## src/hdl/xpd_pkg.sv

```systemverilog
// Constants for the XOR and port direction execution block.
// Assumes a core that presents one 12-bit instruction per issue strobe.
// Summary of operation
// - Direction load decoded from fixed upper bits; only target 6 is accepted.
// - Direction load copies accumulator into port direction; flags untouched.
// - Literal XOR decoded from top nibble 1111; literal XORed with accumulator.
// - Literal XOR result replaces the accumulator.
// - Register XOR decoded from 000110; XORs accumulator with addressed file.
// - Destination bit set: result to file register, accumulator untouched.
package xpd_pkg;
	// ------------------------------------------------------------
	// Encodings
	// ------------------------------------------------------------
	localparam logic [8:0]  DIR_LOAD_TOP   = 9'h000;
	localparam logic [2:0]  DIR_TARGET_IO  = 3'h6;
	localparam logic [3:0]  XLIT_TOP       = 4'hf;
	localparam logic [5:0]  XFILE_TOP      = 6'h06;
	localparam int          DEST_BIT       = 5;
	// ------------------------------------------------------------
	// Widths and reset values
	// ------------------------------------------------------------
	localparam int          FILE_DEPTH     = 32;
	localparam logic [7:0]  ACC_RESET      = 8'h00;
	localparam logic [7:0]  DIR_RESET      = 8'hff;
	typedef enum logic [1:0] {XPD_OP_NONE, XPD_OP_DIR, XPD_OP_XLIT, XPD_OP_XFILE} xpd_op_t;
endpackage : xpd_pkg

```

## src/hdl/xpd_file_if.sv

```systemverilog
// Interface between executor and its file register memory.
// Assumes a single clock shared by both ends.
`timescale 1ns/1ps
interface xpd_file_if;
	logic [4:0] raddr;
	logic [7:0] rdata;
	logic       we;
	logic [4:0] waddr;
	logic [7:0] wdata;
	modport exec (output raddr, input rdata, output we, output waddr, output wdata);
	modport mem  (input raddr, output rdata, input we, input waddr, input wdata);
endinterface : xpd_file_if

```

## src/hdl/xpd_file_mem.sv

```systemverilog
// File register array, 32 x 8, registered read data.
// Assumes read address is presented one cycle before data is used.
`timescale 1ns/1ps
module xpd_file_mem
	import xpd_pkg::*;
(
	input  wire logic   mclk,
	xpd_file_if.mem     fif
);
	logic [7:0] mem [0:FILE_DEPTH-1];
	always_ff @(posedge mclk)
	begin
		if (fif.we)
		begin
			mem[fif.waddr] <= fif.wdata;
		end
	end
	// Write-through so a back-to-back read sees fresh data
	always_ff @(posedge mclk)
	begin
		if (fif.we && fif.waddr == fif.raddr)
		begin
			fif.rdata <= fif.wdata;
		end
		else
		begin
			fif.rdata <= mem[fif.raddr];
		end
	end
endmodule : xpd_file_mem

```

## src/hdl/xpd_exec.sv

```systemverilog
// Executes direction load, literal XOR and register XOR instructions.
// Assumes issue pulses are at least two cycles apart (fetch, execute).
`timescale 1ns/1ps
module xpd_exec
	import xpd_pkg::*;
(
	input  wire logic        mclk,
	input  wire logic        arst_n,
	input  wire logic        issue,
	input  wire logic [11:0] instr,
	input  wire logic        file_wr,
	input  wire logic [4:0]  file_wr_addr,
	input  wire logic [7:0]  file_wr_data,
	output logic [7:0]       acc,
	output logic [7:0]       port_dir,
	output logic             zero_flag,
	output logic             done,
	output logic             illegal
);
	// ------------------------------------------------------------
	// Decode
	// ------------------------------------------------------------
	xpd_op_t     op;
	xpd_op_t     pend_op;
	logic [11:0] pend_instr;
	logic [7:0]  result;
	xpd_file_if  fif();

	always_comb
	begin
		op = XPD_OP_NONE;
		if (instr[11:3] == DIR_LOAD_TOP && instr[2:0] == DIR_TARGET_IO)
			op = XPD_OP_DIR;
		else if (instr[11:8] == XLIT_TOP)
			op = XPD_OP_XLIT;
		else if (instr[11:6] == XFILE_TOP)
			op = XPD_OP_XFILE;
	end

	// Operand fetch cycle, then execute; one instruction cycle each
	always_ff @(posedge mclk or negedge arst_n)
	begin
		if (!arst_n)
		begin
			pend_op    <= XPD_OP_NONE;
			pend_instr <= 12'h000;
			illegal    <= 1'b0;
		end
		else
		begin
			pend_op    <= issue ? op : XPD_OP_NONE;
			pend_instr <= instr;
			illegal    <= issue && op == XPD_OP_NONE;
		end
	end

	assign fif.raddr = instr[4:0];

	always_comb
	begin
		case (pend_op)
			XPD_OP_XLIT:  result = acc ^ pend_instr[7:0];
			XPD_OP_XFILE: result = acc ^ fif.rdata;
			default:      result = acc;
		endcase
	end

	// ------------------------------------------------------------
	// Architectural state
	// ------------------------------------------------------------
	always_ff @(posedge mclk or negedge arst_n)
	begin
		if (!arst_n)
			acc <= ACC_RESET;
		else if (pend_op == XPD_OP_XLIT)
			acc <= result;
		else if (pend_op == XPD_OP_XFILE && !pend_instr[DEST_BIT])
			acc <= result;
	end

	always_ff @(posedge mclk or negedge arst_n)
	begin
		if (!arst_n)
			port_dir <= DIR_RESET;
		else if (pend_op == XPD_OP_DIR)
			port_dir <= acc;
	end

	// Direction load leaves the flag alone
	always_ff @(posedge mclk or negedge arst_n)
	begin
		if (!arst_n)
			zero_flag <= 1'b0;
		else if (pend_op == XPD_OP_XLIT || pend_op == XPD_OP_XFILE)
			zero_flag <= (result == 8'h00);
	end

	assign done = pend_op != XPD_OP_NONE;

	// Core writes have lower priority than our own write-back
	always_comb
	begin
		fif.we    = file_wr;
		fif.waddr = file_wr_addr;
		fif.wdata = file_wr_data;
		if (pend_op == XPD_OP_XFILE && pend_instr[DEST_BIT])
		begin
			fif.we    = 1'b1;
			fif.waddr = pend_instr[4:0];
			fif.wdata = result;
		end
	end

	xpd_file_mem u_mem (
		.mclk (mclk),
		.fif  (fif)
	);
endmodule : xpd_exec

```

## config.mk

```make
export PLATFORM = sky130hd
export DESIGN_NAME = xpd_exec
export DESIGN_NICKNAME = d
export VERILOG_FILES = /design/src/hdl/xpd_pkg.sv /design/src/hdl/xpd_file_if.sv /design/src/hdl/xpd_file_mem.sv /design/src/hdl/xpd_exec.sv
export SDC_FILE = /design/constraint.sdc
export NUM_CORES = 1
export LEC_CHECK = 0
export BUFFER_PORTS_ARGS = -buffer_cell sky130_fd_sc_hd__buf_2
export CORE_ASPECT_RATIO = 1.4
export CORE_MARGIN = 8
export CORE_UTILIZATION = 55
export DETAILED_ROUTE_END_ITERATION = 8
export GPL_TIMING_DRIVEN = 0
export PLACE_DENSITY = 0.68
export SLEW_MARGIN = 20
export SYNTH_ARGS = -nofsm -noshare
export SYNTH_HDL_FRONTEND = slang
export SYNTH_SLANG_ARGS = --single-unit
export TNS_END_PERCENT = 10
```

## constraint.sdc

```tcl
create_clock -name mclk -period 6.62 [get_ports mclk]
set_input_delay 0.662 -clock mclk [delete_from_list [all_inputs] [get_ports mclk]]
set_output_delay 0.662 -clock mclk [all_outputs]
set_load 0.02 [all_outputs]
```

# After elaboration in Yosys (flattened, before gate mapping)
# Memories as Yosys holds them, arrays and structs flattened. A register that Yosys moved wholly into a read port is not among the register bits.
# Cells that the tools add are included.
dict set report totals {
  mem_bits_rw 256
  in_bits 29
  memories 1
  elab_cells 38
  register_bits 28
}
dict set report classes {
  n_eq_ne 6
  n_mux 12
  bitwise 2
  n_reduce_logical 11
}
# name depth word_bits read_ports rd_ports_with_merged_regs write_ports line
set memory_table {}
lappend memory_table {u_mem.mem 32 8 1 1 1 xpd_file_mem.sv:10} ;# logic [7:0] mem [0:FILE_DEPTH-1];
# cell count
set ops {}
lappend ops {{two-way mux 8 bit} 3}
lappend ops {{case mux 8 bit (2 select lines)} 1}
lappend ops {{XOR 8 bit} 2}
lappend ops {{zero test 9 bit} 1}
lappend ops {{zero test 8 bit} 1}
lappend ops {{two-way mux 2 bit} 4}
lappend ops {{== test 6 x 3 -> 1 bit (second input constant)} 1}
lappend ops {{two-way mux 5 bit} 1}
lappend ops {{== test 2 bit (second input constant)} 2}
lappend ops {{== test 4 bit (second input constant)} 1}
lappend ops {{logical AND 1 bit} 4}
lappend ops {{nonzero test 2 bit} 2}
lappend ops {{== test 3 bit (second input constant)} 1}
lappend ops {{two-way mux 1 bit} 3}
lappend ops {{== test 2 x 1 -> 1 bit (second input constant)} 1}
lappend ops {{zero test 2 bit} 1}
lappend ops {{zero test 1 bit} 1}
lappend ops {{logical OR 1 bit} 1}

# Longest topological paths before layout
# Gate-level depths: netlist of run 1.
dict set report logic_depth {
  word_depth 6
  ltp_mapped 11
}

# Hierarchy
# A second synthesis of run 1 with hierarchy kept.
dict set report hier_totals {
  cells_unflattened 543
  area_unflattened_um2 11415.9
}
# module instances seq_area_each_um2 cells_per_inst area_per_inst_um2
set by_module_without_submodules {}
lappend by_module_without_submodules {xpd_file_mem 1 7787.5 414 9993.3}
lappend by_module_without_submodules {xpd_exec 1 710.7 129 1422.6}

# Least setup slack after synthesis of run 1
# OpenSTA, ideal clock, no wires.
dict set report synth_path {
  kind {reg-to-reg}
  startpoint {register with a tool-made name}
  endpoint {memory u_mem.mem[0][7], data pin}
  arrival_time_ps 3170
  path_stages_with_launch 10
  path_buffers 2
  setup_time_ps 454
  synth_period_minus_slack_ps 3624
  slack_ps 2996
  cell_sequence {dfxtp_1 > buf_4 > buf_2 > mux4_2 > a22o_1 > o21ai_1 > a31oi_1 > nand2_1 > xor2_1 > o21ai_0}
}
# element line
set synth_rtl {}
lappend synth_rtl {{end: declaration} xpd_file_mem.sv:10}

==> reports/qor.csv, run 1 <==
metric,value,unit
layout.nets,769,
worst_hold_path_type,input port to asynchronous set/reset pin,
wl_met3,2180,um
slew_headroom,14.0,%
crit_path_max_fanout,32,
drt-met1-wl,10700,um
avgSynthCellArea,17.7,um^2
tightestPinTransition,1.27,ns
post-cts-setup-buffers,0,
grt_use_total,21.8,%
yosys.area.top_type,edfxtp_1,
area_delta_synth_final,14.8,%
grt_pass1_wl,42400,um
gp_congestion,0.914,
top_layer_used,met4,
ctsResizeCount,0,
drtAntennaViolNets,0,
sequentialPowerShare,52.1,%
cts_tree,done,
r2r_slack,2.94,ns
period_share,55.5,%
register_area,0.00850,mm^2
grt_max_degree,33,
hold_viol_final,0,
pwr-share-clk,40.3,%
outcome,"finished, final reports clean",
cts.sink_count,289,
via_count,6527,
grt_pass1_vias,6730,
crit_type,flip-flop to flip-flop,
synth-main-ff-cell,edfxtp_1,
ys_top_cells_by_count,"edfxtp_1, mux4_2, nor2_1",
critPathLaunchType,flip-flop,
met2_length,14400,um
viasPerCell,6.42,
ys_warn_count,0,
yosysMostFrequentCell,edfxtp_1,
yosys.area.top_type_share,66.0,%
antenna_cells,0,
clk_latency,0.53,ns
wl,28700,um
dieWidth,139,um
critical_path.endpoint_type,flip-flop,
clock-root-buffer,clkbuf_16,
ys_seq_area_share,72.9,%
initial_core_util,55.6,%
period_minus_slack,3.68,ns
reg2reg_depth,8,
pre_cts_slack,2.97,ns
setup_slack,2.94,ns
p_leak,4.53,nW
numCtsBuffers,27,
die_area,0.0262,mm^2
synth_edf_count,256,
yosysUniqueCellTypes,52,
hold_slack,0.161,ns
drtPass1Iterations,5,
drt-initial-drc-count,686,
ys_top_cells_by_area,"edfxtp_1, mux4_2, dfrtp_1, mux2i_1, dfstp_2",
synth_seq_cells,289,
ios,48,
finalSetupTns,0,ns
power.share.switching,22.0,%
synth_nets,686,
multi_input_area,0.00306,mm^2
clockBufferDepth,3,
powerDensity,294,mW/mm^2
drive_above_1_share,24.7,%
synth_area,0.0117,mm^2
cts_max_level,1,
p_int,0.00307,W
syn_inst,657,
setup_viol,0,
dp_hpwl,19800,um
maxCapViolCount,0,
numPortBuffers,47,
required,6.87,ns
ctsHoldBuffers,0,
critical_path_arrival,3.93,ns
skew,0.0195,ns
rsz0062_at_grt,false,
antenna_found_initial,0,
overflow,0,
wire_per_inst,28.3,um
coreArea,0.0210,mm^2
r2r-end,u_mem.mem[11][4]$_DFFE_PP_,
synthArstFlopShare,9.69,%
vdd_ir_drop_max,0.259,mV
route.detailed.drc,0,
p_sw,0.000863,W
clk_pin_slew,0.07,ns
fill_cells,1431,
combPwrFrac,7.6,%
fmax,272,MHz
dieHeight,188,um
rows,63,
total_power,0.00393,W
drv_slew,0,
[layer usage]
metal | GRT usage, % | up-vias
met3 | 3.90 | 76
met5 | 0 | -
li1 | - | 2781
met4 | 11.1 | 0
met1 | 26.7 | 3373
met2 | 36.9 | 297
[layout make-up]
type,instances,area share [%]
Tap cell,260,2.43
Inverter,4,0.112
Timing Repair Buffer,54,3.08
Multi-Input combinational cell,333,22.8
Clock inverter,17,1.58
Clock buffer,29,5.11
Buffer,31,1.32
Sequential cell,289,63.5
[metrics by stage]
stage               utilization, %  instances  cell area [um^2]
finish                        63.8       1017             13400
global route                  63.8       1017             13400
CTS                           63.8       1017             13400
detailed placement            59.5        971             12500
global placement              58.3        964             12200
floorplan                        -        657             11700
[how the worst max path moves through the flow]
stage / from / to
4_1_cts: pend_op[0]$_DFF_PN0_ / u_mem.mem[21][0]$_DFFE_PP_
3_3_place_gp: flip-flop / u_mem.mem[10][5]$_DFFE_PP_
6_report: flip-flop / u_mem.mem[11][4]$_DFFE_PP_
3_5_place_dp: pend_op[0]$_DFF_PN0_ / u_mem.mem[21][6]$_DFFE_PP_
5_1_grt: pend_op[0]$_DFF_PN0_ / u_mem.mem[21][0]$_DFFE_PP_
2_1_floorplan: flip-flop / u_mem.mem[0][7]$_DFFE_PP_
[power groups by stage]
stage | Combinational (W) | Sequential, W | Clock [W]
after floorplan | 0.000154 | 0.00210 | 0
after global placement | 0.000267 | 0.00209 | 0
after detailed placement | 0.000297 | 0.00208 | 0
after CTS | 0.000299 | 0.00205 | 0.00160
after global routing | 0.000316 | 0.00205 | 0.00167
final | 0.000299 | 0.00205 | 0.00158
[state kept, by name (all words and copies together) (netlist names), named ones only]
signal and count:
acc 8, illegal 1, pend_instr 8, pend_op 2
port_dir 8, u_mem.mem 256, zero_flag 1
[cells in the final DEF, fill, tap and decap left out, drive strengths merged, types with 2 or more instances in the layout]
| master | instances |
|---|---|
| a21oi | 7 |
| a22o | 5 |
| a31oi | 7 |
| clkbuf | 45 |
| dfstp | 8 |
| xor2 | 2 |
| mux2i | 31 |
| nor2 | 48 |
| nand2 | 41 |
| a22oi | 15 |
| and2 | 4 |
| mux4 | 52 |
| nor3b | 5 |
| a21boi | 3 |
| a311oi | 2 |
| nand3b | 2 |
| nand3 | 7 |
| o211ai | 6 |
| o221ai | 2 |
| edfxtp | 256 |
| xnor2 | 9 |
| dfrtp | 20 |
| nand2b | 7 |
| or2 | 2 |
| nor4bb | 4 |
| o21ai | 27 |
| buf | 69 |
| clkinv | 8 |
| mux2 | 10 |
| dfxtp | 5 |
| inv | 4 |
| and3 | 4 |
| clkinvlp | 4 |
| nor2b | 11 |
| bufinv | 5 |
| a41oi | 5 |
| o31ai | 3 |
| nor4 | 2 |
[cells by family (layout without fill, tap and decap cells)]
| logic type | count (synthesis) | count (layout) | synth area share, % |
|---|---|---|---|
| flops | 289 | 289 | 72.9 |
| simple gates | 140 | 140 | 5.74 |
| compound gates | 89 | 89 | 5.21 |
| xor+xnor | 11 | 11 | 0.827 |
| mux | 93 | 93 | 13.7 |
| buf+inv | 35 | 135 | 1.64 |
[worst max-delay path, cell delays in order, from the launching register on]
cell      delay, ns
dfxtp_1        0.49
clkbuf_1       0.60
buf_2          0.42
mux2i_1        0.16
a22oi_1        0.55
o221ai_1       0.23
a311oi_1       0.60
o21ai_4        0.12
buf_16         0.21
(Power assumes the default switching activity.)
==> run 2: changes to the inputs <==
--- a/config.mk
+++ b/config.mk
@@ -5,13 +5,14 @@
 export SDC_FILE = /design/constraint.sdc
 export NUM_CORES = 1
 export LEC_CHECK = 0
+export ABC_AREA = 1
 export BUFFER_PORTS_ARGS = -buffer_cell sky130_fd_sc_hd__buf_2
 export CORE_ASPECT_RATIO = 1.4
 export CORE_MARGIN = 8
 export CORE_UTILIZATION = 55
 export DETAILED_ROUTE_END_ITERATION = 8
 export GPL_TIMING_DRIVEN = 0
-export PLACE_DENSITY = 0.68
+export PLACE_DENSITY = 0.71
 export SLEW_MARGIN = 20
 export SYNTH_ARGS = -nofsm -noshare
 export SYNTH_HDL_FRONTEND = slang
==> constraint.sdc (replaced) <==
create_clock -name mclk -period 3 [get_ports mclk]
set_input_delay 0.3 -clock mclk [delete_from_list [all_inputs] [get_ports mclk]]
set_output_delay 0.3 -clock mclk [all_outputs]
set_load 0.02 [all_outputs]
==> run 2 against run 1 <==
  * The flow now finishes with violations (setup timing)
  * Die area is 2.7% higher
  * Clock skew up 0.0042 ns
  * Combinational power grew 130%
  * Fmax grew 22%
  * Highest routed layer unchanged
==> reports/qor.csv, run 2 <==
metric,value,unit,change
drt-initial-drc-count,1051,,+53%
grt_pass1_vias,8502,,+26%
synth-main-ff-cell,edfxtp_1,,
period_minus_slack,3.00,ns,-0.674 ns
skew,0.0237,ns,+0.00424 ns
critical_path.endpoint_type,flip-flop,,
grt_pass1_wl,49700,um,+17%
hold_end,pend_op[1]$_DFF_PN0_,,
outcome,"complete, but fails checks",,
wl,33300,um,+16%
ys_top_cells_by_count,"nand2_1, edfxtp_1, nand3_1",,
layout_common_cells,"nand2_1, edfxtp_1, nand3_1",,
area_delta_synth_final,15.8,%,
pre_cts_slack,-0.339,ns,-3.31 ns
synth_area,0.0120,mm^2,+3.0%
p_leak,5.32,nW,+17%
failed_checks,setup timing,,
drv_slew,0,,unchanged
cts.sink_count,289,,unchanged
layout.nets,1228,,+60%
drive_above_1_share,15.1,%,-9.6 points
coreArea,0.0216,mm^2,+3.1%
synth_seq_cells,289,,unchanged
ys_warn_count,0,,unchanged
min_path_cells,3,,
antenna_found_initial,0,,unchanged
antenna_cells,0,,unchanged
final_common_cell,nand2_1,,
synth_edf_count,256,,unchanged
wire_per_inst,22.5,um,-21%
avgSynthCellArea,10.8,um^2,-39%
setup_slack,-0.00199,ns,-2.95 ns
critical_path_arrival,3.15,ns,-0.78 ns
drtAntennaViolNets,0,,unchanged
period_share,100,%,+45 points
crit_type,flip-flop to flip-flop,,
powerDensity,621,mW/mm^2,+110%
required,3.15,ns,-3.72 ns
ys_seq_area_share,70.8,%,-2.1 points
numCtsBuffers,25,,-7.4%
dieWidth,141,um,+1.3%
synth_nets,1137,,+66%
slew_headroom,37.9,%,+24 points
holdCritStartpoint,issue,,
cts_tree,done,,
r2r_slack,-0.002,ns,-2.95 ns
clk_pin_slew,0.07,ns,about the same
vdd_ir_drop_max,0.499,mV,+93%
worst_hold_path_type,input port to flip-flop,,
ys_top_cells_by_area,"edfxtp_1, nand2_1, nand3_1, dfrtp_1, nor2_1",,
rsz0062_at_grt,true,,
reg2reg_depth,6,,-2
gp_congestion,0.936,,+2.3%
synthArstFlopShare,9.69,%,unchanged
route.detailed.drc,0,,unchanged
reg2reg_from,pend_op[0]$_DFF_PN0_,,
finalSetupTns,-0.00261,ns,-0.00261 ns
critPathLaunchType,flip-flop,,
clockBufferDepth,3,,unchanged
die_area,0.0269,mm^2,+2.7%
r2r-end,u_mem.mem[20][4]$_DFFE_PP_,,
rows,64,,+1.6%
syn_inst,1108,,+69%
hold_viol_final,0,,unchanged
drtPass1Iterations,6,,+1
clk_latency,0.54,ns,about the same
initial_core_util,55.5,%,about the same
overflow,0,,unchanged
viasPerCell,5.91,,-7.9%
setup_viol,4,,+4
dieHeight,191,um,+1.4%
yosys.area.top_type,edfxtp_1,,
regMostFlops,u_mem.mem,,
dp_cells,1426,,+47%
tightestPinTransition,0.927,ns,-0.345 ns
maxCapViolCount,0,,unchanged
dp_hpwl,22200,um,+13%
yosysMostFrequentCell,nand2_1,,
crit_path_max_fanout,10,,-69%
fin_cells,1482,,+46%
ios,48,,unchanged
fmax,333,MHz,+22%
grt_use_total,24.8,%,+2.9 points
largest_reg_flops,256,,unchanged
yosysUniqueCellTypes,23,,-56%
clock-root-buffer,clkbuf_16,,
numPortBuffers,47,,unchanged
yosys.area.top_type_share,64.0,%,-1.9 points
cts_max_level,1,,unchanged
via_count,8757,,+34%
grt_max_degree,33,,unchanged
[run 2: cell types whose count changed after synthesis, moves of 10 or more]
cell and change:
inv_1 +34, nand3_1 +212, nor2_1 +12, a22oi_1 -15
buf_4 +13, nand2_1 +355, mux2_2 -10, buf_2 +17
nor2b_1 -11, mux4_2 -52, mux2i_1 -31
[run 2: kinds of logic after synthesis]
logic type | after synthesis | share of synthesized area [%]
buffers and inverters | 99 | 3.90
AND/OR/NAND/NOR | 682 | 23.7
flip-flops | 289 | 70.8
AO/OA/AOI/OAI | 38 | 1.60
[run 2: final cells by class]
cell class | count | area, um^2
multi-input combinational | 720 | 3180
clock buffer | 31 | 668
inverter | 41 | 154
tap | 264 | 330
fill | 1601 | 7720
timing repair buffer | 64 | 510
buffer | 58 | 348
clock inverter | 15 | 213
sequential | 289 | 8500
[run 2: worst max-delay path by stage]
stage	depth (start not counted)	to	from	slack (ns)
floorplan	14	u_mem.mem[0][1]$_DFFE_PP_	flip-flop	-0.12
global placement	12	u_mem.mem[31][6]$_DFFE_PP_	flip-flop	-2.82
detailed placement	9	u_mem.mem[4][7]$_DFFE_PP_	pend_op[0]$_DFF_PN0_	-0.34
CTS	8	u_mem.mem[22][5]$_DFFE_PP_	pend_op[0]$_DFF_PN0_	0.005
global route	8	u_mem.mem[23][5]$_DFFE_PP_	pend_op[0]$_DFF_PN0_	-0.18
finish	6	u_mem.mem[20][4]$_DFFE_PP_	pend_op[0]$_DFF_PN0_	-0.002
[run 2: routing by layer]
layer | GRT usage [%] | routed length [um] | vias up
li1 | - | - | 3986
met1 | 29.3 | 12400 | 4231
met2 | 42.9 | 16700 | 432
met3 | 3.68 | 2490 | 108
met4 | 13.4 | 1710 | 0
met5 | 0 | 0 | -
[run 2: worst max-delay path, cell delays in order, from the launching register on]
cell	delay, ns
dfrtp_1	0.32
buf_2	0.19
nand3_1	0.27
clkbuf_2	0.38
nand2_1	0.20
nand3_1	0.40
nor2_1	0.84
[run 2: power breakdown]
part | total [W] | internal [W] | switching [W] | leakage (nW)
registers | 0.00447 | 0.00444 | 0.0000264 | 2.69
logic | 0.000688 | 0.000205 | 0.000482 | 2.21
clock network | 0.00348 | 0.00202 | 0.00146 | 0.422
[run 2: metrics by stage]
step	area [um^2]	power, W	hold WS, ns	util, %
final	13900	0.00864	0.0129	64.3
after global routing	13900	0.00883	0.0476	64.3
after CTS	13800	0.00861	0.00488	64.0
after detailed placement	12800	0.00521	0.361	59.3
after global placement	12600	0.00517	0.346	58.2
after floorplan	12000	0.00492	0.00441	-
[run 2: repair_timing]
action	4_1_cts	5_1_grt
hold endpoints to repair	33	0
pin swaps	0	1
buffers inserted	0	1
setup endpoints to repair	322	369
gates resized for setup	17	29
hold buffers	9	0
==> run 3: changes to the inputs <==
--- a/config.mk
+++ b/config.mk
@@ -16,5 +16,6 @@
 export SLEW_MARGIN = 20
 export SYNTH_ARGS = -nofsm -noshare
 export SYNTH_HDL_FRONTEND = slang
+export SYNTH_HIERARCHICAL = 1
 export SYNTH_SLANG_ARGS = --single-unit
 export TNS_END_PERCENT = 10
==> constraint.sdc (replaced) <==
create_clock -name mclk -period 2.5 [get_ports mclk]
set_input_delay 0.25 -clock mclk [delete_from_list [all_inputs] [get_ports mclk]]
set_output_delay 0.25 -clock mclk [all_outputs]
set_load 0.02 [all_outputs]
==> run 3 against run 2 <==
  * Largest cell class unchanged
  * The run still ends with setup timing left
  * Critical path depth increased by 9
  * Global-route usage increased by 0.10 points
  * Count of clock-buffer cells in the layout unchanged
  * Critical endpoint is now u_mem/mem[21][3]$_DFFE_PP_
==> reports/qor.csv, run 3 <==
metric,value,unit,change
synth_seq_cells,289,,unchanged
tightestPinTransition,0.980,ns,+0.0525 ns
final_common_cell,nand2_1,,
die_area,0.0273,mm^2,+1.6%
grt_use_total,24.9,%,+0.10 points
total_power,0.0103,W,+19%
p_leak,5.98,nW,+12%
cpPeakStageDelay,0.34,ns,-0.50 ns
ys_warn_count,6,,+6
route.detailed.drc,0,,unchanged
synth_area,0.0122,mm^2,+1.8%
outcome,"complete, but fails checks",,
grt_pass1_vias,9051,,+6.5%
clk_pin_slew,0.06,ns,about the same
maxCapViolCount,0,,unchanged
period_share,110,%,+10 points
antenna_found_initial,1,,+1
drv_slew,0,,unchanged
rsz0062_at_grt,true,,
cts_tree,done,,
critPathLaunchType,flip-flop,,
clk_latency,0.54,ns,about the same
largest_reg_flops,256,,unchanged
clockBufferDepth,3,,unchanged
ys_seq_area_share,69.5,%,-1.3 points
path_common_cell,nand2_1,,
crit_slowest_cell,dfxtp_2,,
grt_max_degree,33,,unchanged
worst_hold_path_type,input port to flip-flop,,
drt-initial-drc-count,1580,,+50%
layout_common_cells,"nand2_1, edfxtp_1, nand3_1",,
setup_slack,-0.258,ns,-0.256 ns
ios,48,,unchanged
cts.sink_count,289,,unchanged
powerDensity,655,mW/mm^2,+5.4%
dieWidth,142,um,+0.80%
dp_hpwl,21900,um,-1.8%
crit_type,flip-flop to flip-flop,,
coreArea,0.0219,mm^2,+1.1%
numPortBuffers,47,,unchanged
fmax,363,MHz,+8.8%
finalSetupTns,-23.93,ns,-23.93 ns
drive_above_1_share,26.4,%,+11 points
antenna_cells,0,,unchanged
critical_path_arrival,2.97,ns,-0.18 ns
initial_core_util,55.9,%,+0.39 points
syn_inst,1127,,+1.7%
setup_viol,256,,+252
gp_congestion,0.972,,+3.8%
required,2.71,ns,-0.44 ns
period_minus_slack,2.76,ns,-0.244 ns
dieHeight,192,um,+0.83%
rows,64,,unchanged
wire_per_inst,26.5,um,+18%
pwr-share-clk,36.7,%,-3.6 points
slew_headroom,34.5,%,-3.4 points
overflow,0,,unchanged
yosys.area.top_type_share,62.9,%,-1.1 points
sequentialPowerShare,52.2,%,+0.4 points
failed_checks,setup timing,,
layout.nets,1298,,+5.7%
synth-main-ff-cell,edfxtp_1,,
crit_chain,inv_2 -> buf_4 -> nand3_1 -> nand3_2 -> nand2_1 -> nand2_1 -> nand2_1 -> nand2_1 -> nand2_2 -> inv_1 -> nand2_2 -> nand4_1 -> nand2_4 -> nand2_8 -> nand2_8,,
area_delta_synth_final,28.5,%,
yosys.area.top_type,edfxtp_1,,
power.share.switching,24.7,%,+2.0 points
numCtsBuffers,25,,unchanged
regMostFlops,u_mem/mem,,
viasPerCell,6.33,,+7.2%
crit_path_max_fanout,10,,unchanged
synthArstFlopShare,9.69,%,unchanged
cts_max_level,1,,unchanged
drtPass1Iterations,7,,+1
drtAntennaViolNets,0,,unchanged
wl,42000,um,+26%
synth_nets,1156,,+1.7%
avgSynthCellArea,10.8,um^2,about the same
p_int,0.00774,W,+16%
p_sw,0.00254,W,+29%
clock-root-buffer,clkbuf_16,,
synth_edf_count,256,,unchanged
combPwrFrac,11.1,%,+3.1 points
vdd_ir_drop_max,0.747,mV,+50%
critical_path.endpoint_type,flip-flop,,
yosysUniqueCellTypes,24,,+4.3%
via_count,10000,,+14%
ys_top_cells_by_area,"edfxtp_1, nand2_1, nand3_1, dfrtp_1, buf_6",,
hold_viol_final,0,,unchanged
skew,0.0270,ns,+0.00332 ns
yosysMostFrequentCell,nand2_1,,
ys_top_cells_by_count,"nand2_1, edfxtp_1, nand3_1",,
grt_pass1_wl,51000,um,+2.6%
run 3: cell count changes after synthesis, sizes merged:
cell	change
a21oi	-1
inv	+3
buf	-1
or2	+1
nor2	-21
clkbuf	+1
nor4	-2
nand3b	-1
o21ai	-10
nand2	+47
nand3	-3
clkinv	-1
nand4	+7
run 3: what timing repair did:
| item | 4_1_cts | 5_1_grt |
|---|---|---|
| cloned | 1 | 23 |
| pin swaps | 30 | 48 |
| endpoints found under the setup margin | 513 | 505 |
| endpoints found under the hold margin | 36 | 0 |
| setup buffers | 23 | 12 |
| hold buffers | 10 | 0 |
| resized for setup | 113 | 172 |
run 3: final cells by class:
| cell class | count | area, um^2 |
|---|---|---|
| plain buffers | 57 | 596 |
| clock buffers | 31 | 648 |
| clock inverters | 13 | 119 |
| fillers | 1283 | 6150 |
| inverters | 43 | 181 |
| multi-input cells | 759 | 4400 |
| flip-flops and latches | 289 | 8500 |
| well taps | 297 | 372 |
| repair buffers | 94 | 897 |
run 3: path summary, 6_finish.rpt:
kind,start,end,slack (ns),cells after the start
worst max-delay path,flip-flop,u_mem/mem[21][3]$_DFFE_PP_,-0.26,15
worst min-delay path,instr[11],pend_op[1]$_DFF_PN0_,0.05,3
worst max register to register,flip-flop,u_mem/mem[21][3]$_DFFE_PP_,-0.26,15
worst min register to register,port_dir[5]$_DFFE_PN1N_,port_dir[5]$_DFFE_PN1N_,0.49,2
max in group asynchronous,arst_n,pend_op[0]$_DFF_PN0_,1.75,2
min in group asynchronous,arst_n,zero_flag$_DFFE_PN0N_,0.26,2
run 3: stage by stage:
step	hold slack, ns	cells	utilization [%]	worst slack (ns)	area, um^2
finish	0.0530	1583	71.9	-0.258	15700
global route	0.0542	1583	71.9	-0.280	15700
CTS	0.0505	1549	66.5	-0.0649	14500
detailed placement	0.301	1471	58.8	-0.898	12900
global placement	0.296	1471	58.7	-1.17	12800
floorplan	-0.0456	1127	-	0.219	12200
run 3: layer usage:
metal | wire length, um | vias to the layer above | track usage, %
li1 | - | 4184 | -
met1 | 13100 | 4663 | 27.3
met2 | 19700 | 906 | 45.5
met3 | 5290 | 270 | 3.57
met4 | 3790 | 2 | 13.4
met5 | 57 | - | 0
run 3: power groups by stage:
stage          registers [W]  clock network, W  logic [W]
4_1_cts              0.00536           0.00372   0.000864
5_1_grt              0.00537           0.00395    0.00119
6_report             0.00537           0.00377    0.00115
3_5_place_dp         0.00547                 0   0.000770
3_3_place_gp         0.00547                 0   0.000749
2_1_floorplan        0.00548                 0   0.000459
run 3: logic make-up (layout without fill, tap and decap cells):
kind of cell	after synthesis	after routing	synth area share [%]
and+or+nand+nor	710	731	24.3
AOI/OAI and AO/OA	27	28	1.25
DFF	289	289	69.5
buffers and inverters	101	238	4.92
run 3: critical path, delay by kind of cell (launching register included):
| kind | cells | cell delay (ns) |
|---|---|---|
| flip-flops | 1 | 0.34 |
| buffers and inverters | 3 | 0.62 |
| AND/OR/NAND/NOR | 12 | 1.48 |
